$ cat config.mk
export PLATFORM = sky130hd
export DESIGN_NAME = puias_top
export DESIGN_NICKNAME = d
export VERILOG_FILES = /design/src/hw/puias_pkg.sv /design/src/hw/puias_strap_decode.sv /design/src/hw/puias_top.sv
export SDC_FILE = /design/constraint.sdc
export NUM_CORES = 1
export LEC_CHECK = 0
export BUFFER_PORTS_ARGS = -buffer_cell sky130_fd_sc_hd__buf_4
export CORE_MARGIN = 3
export CORE_UTILIZATION = 55
export CTS_BUF_LIST = sky130_fd_sc_hd__clkbuf_2
export DETAILED_ROUTE_END_ITERATION = 7
export PLACE_DENSITY = 0.76
export SLEW_MARGIN = 20
export SYNTH_ARGS = -nofsm -noshare
export SYNTH_HDL_FRONTEND = slang
export SYNTH_SLANG_ARGS = --single-unit
$ cat constraint.sdc
create_clock -name clk_i -period 2.7 [get_ports clk_i]
set_input_delay 0.54 -clock clk_i [delete_from_list [all_inputs] [get_ports clk_i]]
set_output_delay 0.54 -clock clk_i [all_outputs]
set_load 0.005 [all_outputs]
$ cat src/hw/puias_pkg.sv
// shared constants and types for the power-up init and address select block
package puias_pkg;
  // data widths
  localparam int CFG_W = 8; // width of one working register
  localparam int ADDR_W = 7; // bus address width
  localparam int ADC_W = 10; // strap converter resolution
  localparam int OFS_W = 4; // address offset width
  localparam int NUM_OFS = 16; // number of strap offset ranges
  // working register layout
  localparam int NVM_WORDS = 8; // words copied from the nonvolatile store
  localparam int IDX_TWI_BASE = 0; // twi base address register
  localparam int IDX_PM_BASE = 1; // pm link base address register
  localparam int IDX_EN_CFG = 2; // software enable configuration
  localparam int EN_CFG_OVR_BIT = 0; // software enable overrides the pins
  localparam int EN_CFG_ON_BIT = 1; // software enable request
  // reset values of the base addresses
  localparam logic [ADDR_W-1:0] TWI_BASE_RST = 7'h10;
  localparam logic [ADDR_W-1:0] PM_BASE_RST = 7'h40;
  // strap decode: width of each converter range
  localparam int STRAP_STEP = 60;
  // timing
  localparam int CLK_FREQ_HZ = 50_000_000; // system clock rate
  localparam int SS_TIME_US = 2000; // soft-start ramp length in us
  localparam int SS_CYCLES = SS_TIME_US * (CLK_FREQ_HZ / 1_000_000);
  // sequencer states
  typedef enum logic [2:0] {
    ST_POR,
    ST_LOAD_REQ,
    ST_LOAD_WAIT,
    ST_ADC_REQ,
    ST_ADC_WAIT,
    ST_RUN
  } puias_state_t;
endpackage

$ cat src/hw/puias_strap_decode.sv
// strap converter code to address offset and floating flag
`timescale 1ns/10ps
module puias_strap_decode #(
  parameter int ADC_W = puias_pkg::ADC_W,
  parameter int OFS_W = puias_pkg::OFS_W,
  parameter int NUM_OFS = puias_pkg::NUM_OFS,
  parameter int STEP = puias_pkg::STRAP_STEP
) (
  // converter result
  input wire logic [ADC_W-1:0] code_i,
  // decoded result
  output logic [OFS_W-1:0] offset_o,
  output logic float_o
);
  logic [NUM_OFS-1:0] above; // code lies past the top of range i

  // one comparator per range bound
  genvar gi;
  generate
    for (gi = 0; gi < NUM_OFS; gi = gi + 1) begin : g_bound
      localparam logic [ADC_W:0] BOUND = (ADC_W + 1)'((gi + 1) * STEP - 1);
      assign above[gi] = {1'b0, code_i} > BOUND;
    end
  endgenerate

  // monotonic: offset counts the ranges passed, past the last is floating
  always_comb begin
    offset_o = '0;
    for (int i = 0; i < NUM_OFS - 1; i++) begin
      if (above[i]) begin
        offset_o = OFS_W'(i + 1);
      end
    end
    float_o = above[NUM_OFS-1];
  end
endmodule

$ cat src/hw/puias_top.sv
// power-up sequencer, config load, strap address select and conversion gating
`timescale 1ns/10ps
// What this block does
// - hold reset until supplies and oscillator ready
// - after reset copy nonvolatile store to registers
// - accept bus writes after load and strap read in digital mode, any enable
// - default start needs enable, input, load, address
// - software enable overrides pins in digital mode
// - two seven-bit base address registers
// - zero base address mutes that bus
// - address is base plus strap offset
// - strap picks one of sixteen offsets
// - strap converted once during initialization
// - offsets rise monotonically with strap reading
// - digital mode answers at computed address
// - floating strap silences all bus traffic
// - analog mode repurposes pins, config frozen
// - soft-start begins only after conversion enabled
module puias_top #(
  parameter int NVM_WORDS = puias_pkg::NVM_WORDS,
  parameter int SS_CYCLES = puias_pkg::SS_CYCLES,
  parameter int IDX_W = $clog2(NVM_WORDS)
) (
  // clock and reset
  input wire logic clk_i,
  input wire logic srst_i,
  // analog monitors, asynchronous
  input wire logic vcc_ok_i,
  input wire logic core_supply_rail_ok_i,
  input wire logic osc_stable_i,
  input wire logic enable_forced_ccm_pin_i,
  input wire logic pvin_ok_i,
  // nonvolatile config store read port
  output logic nvm_rd_o,
  output logic [IDX_W-1:0] nvm_addr_o,
  input wire logic nvm_rvalid_i,
  input wire logic [puias_pkg::CFG_W-1:0] nvm_rdata_i,
  // strap converter
  output logic adc_start_o,
  input wire logic adc_done_i,
  input wire logic [puias_pkg::ADC_W-1:0] adc_data_i,
  // command port from the serial bus engine
  input wire logic cmd_wr_i,
  input wire logic cmd_rd_i,
  input wire logic cmd_pm_i,
  input wire logic [puias_pkg::ADDR_W-1:0] cmd_dev_i,
  input wire logic [IDX_W-1:0] cmd_idx_i,
  input wire logic [puias_pkg::CFG_W-1:0] cmd_wdata_i,
  output logic cmd_ack_o,
  output logic [puias_pkg::CFG_W-1:0] cmd_rdata_o,
  // status and control
  output logic por_n_o,
  output logic load_done_o,
  output logic addr_read_o,
  output logic digital_mode_o,
  output logic analog_pins_o,
  output logic [puias_pkg::OFS_W-1:0] offset_o,
  output logic [puias_pkg::ADDR_W-1:0] twi_addr_o,
  output logic [puias_pkg::ADDR_W-1:0] pm_addr_o,
  output logic twi_on_o,
  output logic pm_on_o,
  output logic conv_en_o,
  output logic ss_ramp_o
);
  localparam int SS_W = $clog2(SS_CYCLES + 1);
  localparam int CW = puias_pkg::CFG_W;
  localparam int AW = puias_pkg::ADDR_W;
  // two-flop synchronisers for the monitor inputs
  logic [4:0] sync_a; // first stage, read only by sync_b
  logic [4:0] sync_b; // second stage, safe to use
  logic [4:0] pins_raw;
  logic sup_ok; // supplies and oscillator good
  logic en_pin; // enable pin above threshold
  logic pvin_on; // input bus above threshold

  assign pins_raw = {pvin_ok_i, enable_forced_ccm_pin_i, osc_stable_i, core_supply_rail_ok_i, vcc_ok_i};
  assign sup_ok = &sync_b[2:0];
  assign en_pin = sync_b[3];
  assign pvin_on = sync_b[4];
  // synchroniser chain
  always_ff @(posedge clk_i) begin
    if (srst_i) begin
      sync_a <= '0;
      sync_b <= '0;
    end else begin
      sync_a <= pins_raw;
      sync_b <= sync_a;
    end
  end

  // strap decoder
  logic [puias_pkg::OFS_W-1:0] dec_offset;
  logic dec_float;

  puias_strap_decode u_decode (
    .code_i(adc_data_i),
    .offset_o(dec_offset),
    .float_o(dec_float)
  );
  // address match: muted when base is zero
  function automatic logic bus_hit(input logic [AW-1:0] base, input logic [AW-1:0] dev,
                                   input logic [puias_pkg::OFS_W-1:0] ofs);
    logic [AW-1:0] full;
    full = AW'(base + {3'h0, ofs});
    bus_hit = (base != '0) && (dev == full);
  endfunction
  // sequencer and latched strap state
  puias_pkg::puias_state_t state, next_state;
  logic [IDX_W-1:0] load_idx, next_load_idx;
  logic [puias_pkg::OFS_W-1:0] next_offset;
  logic next_digital, next_addr_read, next_load_done;
  logic next_nvm_rd, next_adc_start;

  // sequencer next values
  always_comb begin
    next_state = state;
    next_load_idx = load_idx;
    next_offset = offset_o;
    next_digital = digital_mode_o;
    next_addr_read = addr_read_o;
    next_load_done = load_done_o;
    next_nvm_rd = 1'b0;
    next_adc_start = 1'b0;
    case (state)
      // hold internal reset while monitors are low
      puias_pkg::ST_POR: begin
        next_load_idx = '0;
        if (sup_ok) begin
          next_state = puias_pkg::ST_LOAD_REQ;
        end
      end
      // request one word from the store
      puias_pkg::ST_LOAD_REQ: begin
        next_nvm_rd = 1'b1;
        next_state = puias_pkg::ST_LOAD_WAIT;
      end
      // wait for word, step to next or to the strap read
      puias_pkg::ST_LOAD_WAIT: begin
        if (nvm_rvalid_i) begin
          if (load_idx == IDX_W'(NVM_WORDS - 1)) begin
            next_load_done = 1'b1;
            next_state = puias_pkg::ST_ADC_REQ;
          end else begin
            next_load_idx = IDX_W'(load_idx + 1'b1);
            next_state = puias_pkg::ST_LOAD_REQ;
          end
        end
      end
      // single strap conversion
      puias_pkg::ST_ADC_REQ: begin
        next_adc_start = 1'b1;
        next_state = puias_pkg::ST_ADC_WAIT;
      end
      // latch offset and mode once
      puias_pkg::ST_ADC_WAIT: begin
        if (adc_done_i) begin
          next_offset = dec_float ? '0 : dec_offset;
          next_digital = !dec_float;
          next_addr_read = 1'b1;
          next_state = puias_pkg::ST_RUN;
        end
      end
      // stay until reset; supply loss reinitialises
      puias_pkg::ST_RUN: begin
        if (!sup_ok) begin
          next_state = puias_pkg::ST_POR;
          next_load_done = 1'b0;
          next_addr_read = 1'b0;
          next_digital = 1'b0;
          next_offset = '0;
        end
      end
      default: begin
        next_state = puias_pkg::ST_POR;
      end
    endcase
  end

  // sequencer registers
  always_ff @(posedge clk_i) begin
    if (srst_i) begin
      state <= puias_pkg::ST_POR;
      load_idx <= '0;
      offset_o <= '0;
      digital_mode_o <= 1'b0;
      addr_read_o <= 1'b0;
      load_done_o <= 1'b0;
      nvm_rd_o <= 1'b0;
      nvm_addr_o <= '0;
      adc_start_o <= 1'b0;
    end else begin
      state <= next_state;
      load_idx <= next_load_idx;
      offset_o <= next_offset;
      digital_mode_o <= next_digital;
      addr_read_o <= next_addr_read;
      load_done_o <= next_load_done;
      nvm_rd_o <= next_nvm_rd;
      nvm_addr_o <= next_load_idx;
      adc_start_o <= next_adc_start;
    end
  end

  // working registers and command port
  logic [CW-1:0] cfg [NVM_WORDS];
  logic [CW-1:0] next_cfg [NVM_WORDS];
  logic cmd_hit; // command addressed to this device
  logic cmd_open; // writes and reads allowed
  logic next_ack;
  logic [CW-1:0] next_rdata;
  logic [AW-1:0] twi_base, pm_base;

  assign twi_base = cfg[puias_pkg::IDX_TWI_BASE][AW-1:0];
  assign pm_base = cfg[puias_pkg::IDX_PM_BASE][AW-1:0];
  assign cmd_hit = cmd_pm_i ? bus_hit(pm_base, cmd_dev_i, offset_o) : bus_hit(twi_base, cmd_dev_i, offset_o);
  assign cmd_open = (state == puias_pkg::ST_RUN) && digital_mode_o;

  // load copies, bus writes rewrite, base registers keep seven bits
  always_comb begin
    for (int i = 0; i < NVM_WORDS; i++) begin
      next_cfg[i] = cfg[i];
    end
    next_ack = 1'b0;
    next_rdata = cmd_rdata_o;
    if (state == puias_pkg::ST_LOAD_WAIT && nvm_rvalid_i) begin
      next_cfg[load_idx] = nvm_rdata_i;
    end else if (cmd_open && cmd_hit && cmd_wr_i) begin
      next_cfg[cmd_idx_i] = cmd_wdata_i;
      next_ack = 1'b1;
    end else if (cmd_open && cmd_hit && cmd_rd_i) begin
      next_rdata = cfg[cmd_idx_i];
      next_ack = 1'b1;
    end
    next_cfg[puias_pkg::IDX_TWI_BASE][CW-1] = 1'b0;
    next_cfg[puias_pkg::IDX_PM_BASE][CW-1] = 1'b0;
  end

  // working register storage
  always_ff @(posedge clk_i) begin
    if (srst_i) begin
      for (int i = 0; i < NVM_WORDS; i++) begin
        cfg[i] <= '0;
      end
      cfg[puias_pkg::IDX_TWI_BASE] <= {1'b0, puias_pkg::TWI_BASE_RST};
      cfg[puias_pkg::IDX_PM_BASE] <= {1'b0, puias_pkg::PM_BASE_RST};
      cmd_ack_o <= 1'b0;
      cmd_rdata_o <= '0;
    end else begin
      for (int i = 0; i < NVM_WORDS; i++) begin
        cfg[i] <= next_cfg[i];
      end
      cmd_ack_o <= next_ack;
      cmd_rdata_o <= next_rdata;
    end
  end

  // addresses, enables, soft-start
  logic sw_ovr, sw_on, dflt_en;
  logic next_conv, next_ss, next_twi_on, next_pm_on, next_por_n, next_analog;
  logic [AW-1:0] next_twi_addr, next_pm_addr;
  logic [SS_W-1:0] ss_cnt, next_ss_cnt;

  assign sw_ovr = cfg[puias_pkg::IDX_EN_CFG][puias_pkg::EN_CFG_OVR_BIT];
  assign sw_on = cfg[puias_pkg::IDX_EN_CFG][puias_pkg::EN_CFG_ON_BIT];
  assign dflt_en = en_pin && pvin_on && load_done_o && addr_read_o;

  // output next values
  always_comb begin
    next_por_n = (state != puias_pkg::ST_POR);
    next_analog = addr_read_o && !digital_mode_o;
    next_twi_addr = AW'(twi_base + {3'h0, offset_o});
    next_pm_addr = AW'(pm_base + {3'h0, offset_o});
    next_twi_on = cmd_open && (twi_base != '0);
    next_pm_on = cmd_open && (pm_base != '0);
    if (digital_mode_o && sw_ovr) begin
      next_conv = sw_on && load_done_o && addr_read_o;
    end else begin
      next_conv = dflt_en;
    end
    // ramp runs from the cycle after enable, restarts on each enable
    next_ss_cnt = ss_cnt;
    next_ss = 1'b0;
    if (!conv_en_o) begin
      next_ss_cnt = '0;
    end else if (ss_cnt != SS_W'(SS_CYCLES)) begin
      next_ss_cnt = SS_W'(ss_cnt + 1'b1);
      next_ss = 1'b1;
    end
  end

  // output registers
  always_ff @(posedge clk_i) begin
    if (srst_i) begin
      por_n_o <= 1'b0;
      analog_pins_o <= 1'b0;
      twi_addr_o <= '0;
      pm_addr_o <= '0;
      twi_on_o <= 1'b0;
      pm_on_o <= 1'b0;
      conv_en_o <= 1'b0;
      ss_ramp_o <= 1'b0;
      ss_cnt <= '0;
    end else begin
      por_n_o <= next_por_n;
      analog_pins_o <= next_analog;
      twi_addr_o <= next_twi_addr;
      pm_addr_o <= next_pm_addr;
      twi_on_o <= next_twi_on;
      pm_on_o <= next_pm_on;
      conv_en_o <= next_conv;
      ss_ramp_o <= next_ss;
      ss_cnt <= next_ss_cnt;
    end
  end

  // checks
  chk_por_hold: assert property (@(posedge clk_i) disable iff (srst_i)
    !sup_ok && state == puias_pkg::ST_POR |=> !por_n_o) else $error("reset released before monitors good");
  chk_load_copy: assert property (@(posedge clk_i) disable iff (srst_i)
    $rose(load_done_o) |-> $past(nvm_rvalid_i) && $past(state == puias_pkg::ST_LOAD_WAIT))
    else $error("load end without word");
  chk_cmd_accept: assert property (@(posedge clk_i) disable iff (srst_i)
    cmd_open && cmd_hit && cmd_wr_i |=> cmd_ack_o) else $error("valid write not taken");
  chk_conv_gate: assert property (@(posedge clk_i) disable iff (srst_i)
    $rose(conv_en_o) |-> $past(load_done_o && addr_read_o)) else $error("conversion before init");
  chk_sw_override: assert property (@(posedge clk_i) disable iff (srst_i)
    digital_mode_o && sw_ovr && !sw_on |=> !conv_en_o) else $error("override off ignored");
  chk_zero_base: assert property (@(posedge clk_i) disable iff (srst_i)
    twi_base == '0 && $stable(twi_base) |=> !twi_on_o) else $error("zero base still on");
  chk_addr_sum: assert property (@(posedge clk_i) disable iff (srst_i)
    addr_read_o |=> twi_addr_o == AW'($past(twi_base) + {3'h0, $past(offset_o)}))
    else $error("address not base plus offset");
  chk_float_mute: assert property (@(posedge clk_i) disable iff (srst_i)
    addr_read_o && !digital_mode_o |=> !cmd_ack_o ##1 !cmd_ack_o) else $error("analog mode answered bus");
  chk_offset_hold: assert property (@(posedge clk_i) disable iff (srst_i)
    addr_read_o && $past(addr_read_o) |-> $stable(offset_o) && $stable(digital_mode_o)) else $error("strap reevaluated");
  chk_ss_after: assert property (@(posedge clk_i) disable iff (srst_i)
    $rose(ss_ramp_o) |-> $past(conv_en_o) && conv_en_o) else $error("ramp before enable");
endmodule

; ---- Yosys cells after proc, flatten, opt, wreduce, memory -nomap -nowiden
; Memories as Yosys holds them, arrays and structs flattened. A register that Yosys moved wholly into a read port is not among the register bits.
; Cells that the tools add are included.
[classes]
n_addsub = 4
order_cmp = 20
eq_ne = 15
muxes = 64
n_bitwise = 15
n_reduce_logical = 35
[ops]
columns = op, n
row1 = $bwmux W64, 2
row2 = $mux W63, 2
row3 = $mux W8, 12
row4 = $gt A10 B10 Y1 const B, 8
row5 = $demux W8 S3, 2
row6 = $mux W4, 11
row7 = $gt A10 B9 Y1 const B, 4
row8 = $mux W3, 10
row9 = $gt A10 B8 Y1 const B, 2
row10 = $logic_and A1 B1 Y1, 18
row11 = $pmux W3 S6, 1
row12 = $add A17 B1 Y17 const B, 1
row13 = $ne A17 B17 Y1 const B, 1
row14 = $mux W1, 16
row15 = $add A7 B4 Y7, 2
row16 = $eq A7 B7 Y1, 2
row17 = $reduce_bool A7 Y1, 2
row18 = $ne A2 B2 Y1 const B, 6
row19 = $reduce_and A3 Y1, 4
row20 = $gt A10 B6 Y1 const B, 1
row21 = $gt A10 B7 Y1 const B, 1
row22 = $or A1 B1 Y1, 10
row23 = $eq A3 B3 Y1 const B, 3
row24 = $ge A4 B4 Y1 const B, 2
row25 = other kinds (16), 30
[word_totals]
register_bits = 63
mem_bits_rw = 64
inputBits = 48
output_inout_bits = 41
wordCells = 174
memories = 1
[memory_table]
columns = name, words, word_bits, rd, rd_ports_with_merged_regs, write_ports, line_no
row1 = cfg, 8, 8, 9, 1, 8, puias_top.sv:205  ; logic [CW-1:0] cfg [NVM_WORDS];

; ---- Depth between registers and ports, before layout
[depth]
ltp_word = 19
mapped_depth = 10
ltp_nobuf = 9

; ---- Cells and area by module
; Synthesis repeated with hierarchy kept, for this count alone.
[unflattened]
hier_cells = 825
area_unflattened_um2 = 7263.2
[modules_own_cells]
columns = module, instances, cells_per_inst, area_per_inst_um2
row1 = puias_top, 1, 767, 6911.6
row2 = puias_strap_decode, 1, 58, 351.6

; ---- Least setup slack after synthesis
; OpenSTA, ideal clock, no wires.
[synth_timing]
path_kind = reg-to-reg
from = reg offset_o[0] (netlist bit)
to = mem cfg[2][0] (netlist bit)
t_arrival_ns = 2.836
required_ns = 2.576
path_slack_ns = -0.260
path_stages_with_launch = 11
path_buffers = 1
synth_period_minus_slack_ns = 2.960
cell_sequence = dfxtp_1 ha_1 fa_1 xnor2_1 nand3_1 or4_4 nor4_4 a32oi_4 buf_4 nor2_2 o21ai_0
[synth_rtl]
columns = item, line_no
row1 = "start, declared", puias_top.sv:57  ; output logic [puias_pkg::OFS_W-1:0] offset_o,
row2 = "start signal, assigned", puias_top.sv:194  ; offset_o <= next_offset;
row3 = "end, declared", puias_top.sv:205

==> impl_metrics.ini <==
[floorplanning]
ios = 89
die_y_um = 122
coreArea_um2 = 12900
die_w_um = 122
design.die.area_um2 = 14900
rows = 41
start_util_pct = 57.4

[min_path]
hold_class = input port to register
min_from = cmd_wdata_i[3]
min_delay_path_depth = 3
hold_end = cfg[1][3]$_SDFFE_PP0P_

[worst_setup_path]
cp_data_required_time_ps = 3350
rr_worst_depth = 11
worstPathMaxFanout = 6
r2r-start = cfg[1][0]$_SDFFE_PP0P_
worstPathArrival_ps = 3650
rrSetupSlack_ps = -290
critPathCaptureType = register
r2r_end = cfg[0][6]$_SDFFE_PP0P_
crit_path_start_kind = register
crit_type = register to register

[yosys]
avgSynthCellArea_um2 = 8.37
synth_top_family_by_area = simple AND/OR/NAND/NOR gates
syn_nets = 945
synth-simple-area-share_pct = 28.4
synth_enable_flop_cells = 0
yosys_most_used_dff = dfxtp_1
synth.mux.area_fraction_pct = 5.06
synth_compound_area_share_pct = 17.9
synthAdderAreaFrac_pct = 2.71
yosys_register_bits = 133
seq_area_frac_synth_pct = 36.0
ys_warn_count = 0
async_reset_ff_share_pct = 0
syn_area_um2 = 7390
synthCells = 883
synth_cell_types = 70
synth_xor_area_share_pct = 6.17

[timing]
period_share_pct = 111
clock_skew_ps = 39.8
clock.fmax_mhz = 334
layout_min_cycle_time_ps = 2990
slew_viol_final = 0
finalHoldViolations = 0
finalSetupViolations = 70
setup_ws_ps = -295
slew_headroom_pct = 52.9
rsz0062_at_grt = true
tightestPinTransition_ps = 707

[grt]
antenna_found_initial = 0
grt_max_degree = 53
overflow = 0
grt_pass1_wl_um = 34800
track_usage_pct = 29.8
grt_pass1_vias = 6866

[finish]
instances_no_fill = 1192
fill_cells = 964
drive_above_1_share_pct = 27.6
n_antenna_cell = 0
finalInstanceArea_um2 = 9360
postLayoutCoreUtil_pct = 72.7
nets = 1069
syn_to_final_growth_pct = 26.7

[job]
max-cap-violations = 0

[pwr]
comb_power_share_pct = 9.4
p_clk_share_pct = 35.5
p_switching_uw = 968
seqPwrFrac_pct = 55.1
switching_share_pct = 27.0
p_leak_uw = 0.00381
power.density_nw_per_um2 = 384
power.internal_uw = 2620
irDropWorstVdd_v = 0.000403

[placed_design]
routabilityCongestion = 0.962
dp_cells = 1143
dp_hpwl_um = 15200
dpl_worst_slack_ps = -225
post_dp_cell_area_um2 = 8590
io_buffers = 86

[drt]
viasPerCell = 6.20
vias = 7395
firstDrtPassIters = 5
initialDrtViolationCount = 975
wirelength_um = 22700
routedWlPerCell_um = 19.0
ant_nets = 0
drc_errors = 0

[outcome]
violations = negative setup slack
status = finished, violations left

[clock_network]
numCtsBuffers = 17
insertion_delay_ps = 730
clockBufferDepth = 2
tritoncts = done
clk_pin_slew_worst_paths_ps = 210
htreeDepth = 4
cts_root_buffer = clkbuf_2
clock_sinks = 133
[metrics by stage]
stage                     power, µW  hold slack, ps  setup TNS (ps)
final                          3590            92.9          -15790
after global routing           3710            31.8          -24070
after CTS                      3580           0.488          -10590
after detailed placement       2330             435          -10710
after global placement         2320             420           -7860
after floorplan                2200             414           -3280
[power groups by stage]
stage	combinational [µW]	sequential (µW)	clock, µW
2_1_floorplan	186	2020	0
3_3_place_gp	301	2020	0
3_5_place_dp	310	2020	0
4_1_cts	317	1980	1280
5_1_grt	358	1980	1370
6_report	338	1980	1280
[critical path: stages (launching register included)]
cell and delay, ps:
dfxtp_2 390, ha_4 160, fa_2 570, xnor2_2 120, nand3_1 90, or4_4 520, nor4_4 220, buf_4 200
a32o_2 260, buf_12 150, a31oi_2 120, o21ai_1 100
[flip-flops by register name, summed over array words and instances, names as in the netlist, 3 cells and up]
signal and flops:
pm_addr_o 7, ss_cnt 17, state 3, offset_o 4
sync_a 5, twi_addr_o 7, sync_b 5, cmd_rdata_o 8
load_idx 3, cfg 62
[layout make-up]
type | instances | area, µm² | area share [%]
clock buffers | 18 | 90.1 | 0.962
inverters | 7 | 26.3 | 0.281
flip-flops and latches | 133 | 2670 | 28.5
multi-input cells | 681 | 4760 | 50.9
repair buffers | 167 | 1450 | 15.4
well taps | 172 | 215 | 2.30
clock inverters | 14 | 159 | 1.70
[cell families (layout without fill, tap and decap cells)]
family | after synthesis | count (layout)
compound gates | 215 | 215
buf+inv | 69 | 206
mux | 29 | 29
simple gates | 384 | 384
fa+ha+maj | 15 | 15
flops | 133 | 133
xor+xnor | 38 | 38
[cells in the mapped netlist, drive strengths merged, types with 3 or more instances]
cell / number / area, µm²
nor2b: 41 / 257
a32o: 6 / 62.6
a41oi: 4 / 35.0
xor3: 4 / 95.1
nor2: 126 / 485
mux4: 6 / 135
o21ai: 73 / 365
ha: 12 / 150
and3b: 10 / 87.6
inv: 7 / 26.3
xnor2: 13 / 121
nand2: 58 / 218
clkbuf: 46 / 173
and2: 11 / 68.8
and3: 9 / 56.3
nand4: 7 / 43.8
dfxtp: 133 / 2660
a21o: 4 / 30.0
o211ai: 3 / 22.5
a22oi: 7 / 52.6
a211oi: 5 / 37.5
nand3b: 46 / 345
mux2: 7 / 78.8
mux2i: 16 / 160
nand3: 14 / 70.1
a32oi: 4 / 53.8
a31oi: 37 / 231
xor2: 17 / 149
nor3b: 12 / 90.1
buf: 16 / 77.6
nor3: 17 / 90.1
nand2b: 14 / 87.6
nor4: 8 / 101
a21oi: 51 / 255
xnor3: 4 / 90.1
[worst max path at each step]
stage	slack, ps	cells past startpoint	to	start
3_3_place_gp	-180	11	cfg[2][2]$_SDFFE_PP0P_	offset_o[0]$_SDFFE_PP0P_
4_1_cts	-220	10	cfg[0][4]$_SDFFE_PP1P_	cfg[1][0]$_SDFFE_PP0P_
5_1_grt	-420	10	cfg[1][6]$_SDFFE_PP1P_	cfg[1][0]$_SDFFE_PP0P_
3_5_place_dp	-230	11	cfg[2][4]$_SDFFE_PP0P_	offset_o[0]$_SDFFE_PP0P_
6_report	-290	11	cfg[0][6]$_SDFFE_PP0P_	cfg[1][0]$_SDFFE_PP0P_
2_1_floorplan	-140	9	cfg[0][4]$_SDFFE_PP1P_	offset_o[0]$_SDFFE_PP0P_
[layer usage]
metal / up-vias / wire length [µm] / global-route usage (%) / part of all wire [%]
li1: 3411 / - / - / -
met1: 3488 / 9490 / 39.3 / 42
met2: 411 / 10400 / 47.9 / 46
met3: 85 / 1860 / 5.80 / 8.2
met4: 0 / 898 / 12.7 / 4.0
met5: - / 0 / 0 / 0
[timing repair]
| item | 4_1_cts | 5_1_grt |
|---|---|---|
| hold buffers | 4 | 2 |
| setup buffers | 3 | 5 |
| cloned | 0 | 3 |
| hold endpoints to repair | 4 | 2 |
| gates resized for setup | 70 | 50 |
| setup endpoints to repair | 70 | 70 |
| pin swaps | 23 | 23 |
[cell usage in the layout (no fill, tap or decap), types with 5 or more instances in the layout]
master           n
and2_1          11
mux4_2           6
xor2_1          17
mux2i_1         15
o21ai_0         14
ha_1            11
inv_1            7
buf_4          141
xnor2_1         11
nor2b_1         41
mux2_2           7
o21ai_1         37
nor3b_1         12
dfxtp_1        131
nand3_1         14
and3_1           9
a21oi_2         17
o21ai_2         22
a21oi_1         32
and3b_1         10
nand2b_1        14
a31oi_1         32
buf_12           6
nor2_1         122
dlygate4sd3_1    6
clkbuf_2        18
nor3_1          16
nand3b_1        46
nand2_1         58
nand4_1          7
a22oi_1          6
buf_6            9
a32o_2           5
(Power assumes the default switching activity.)
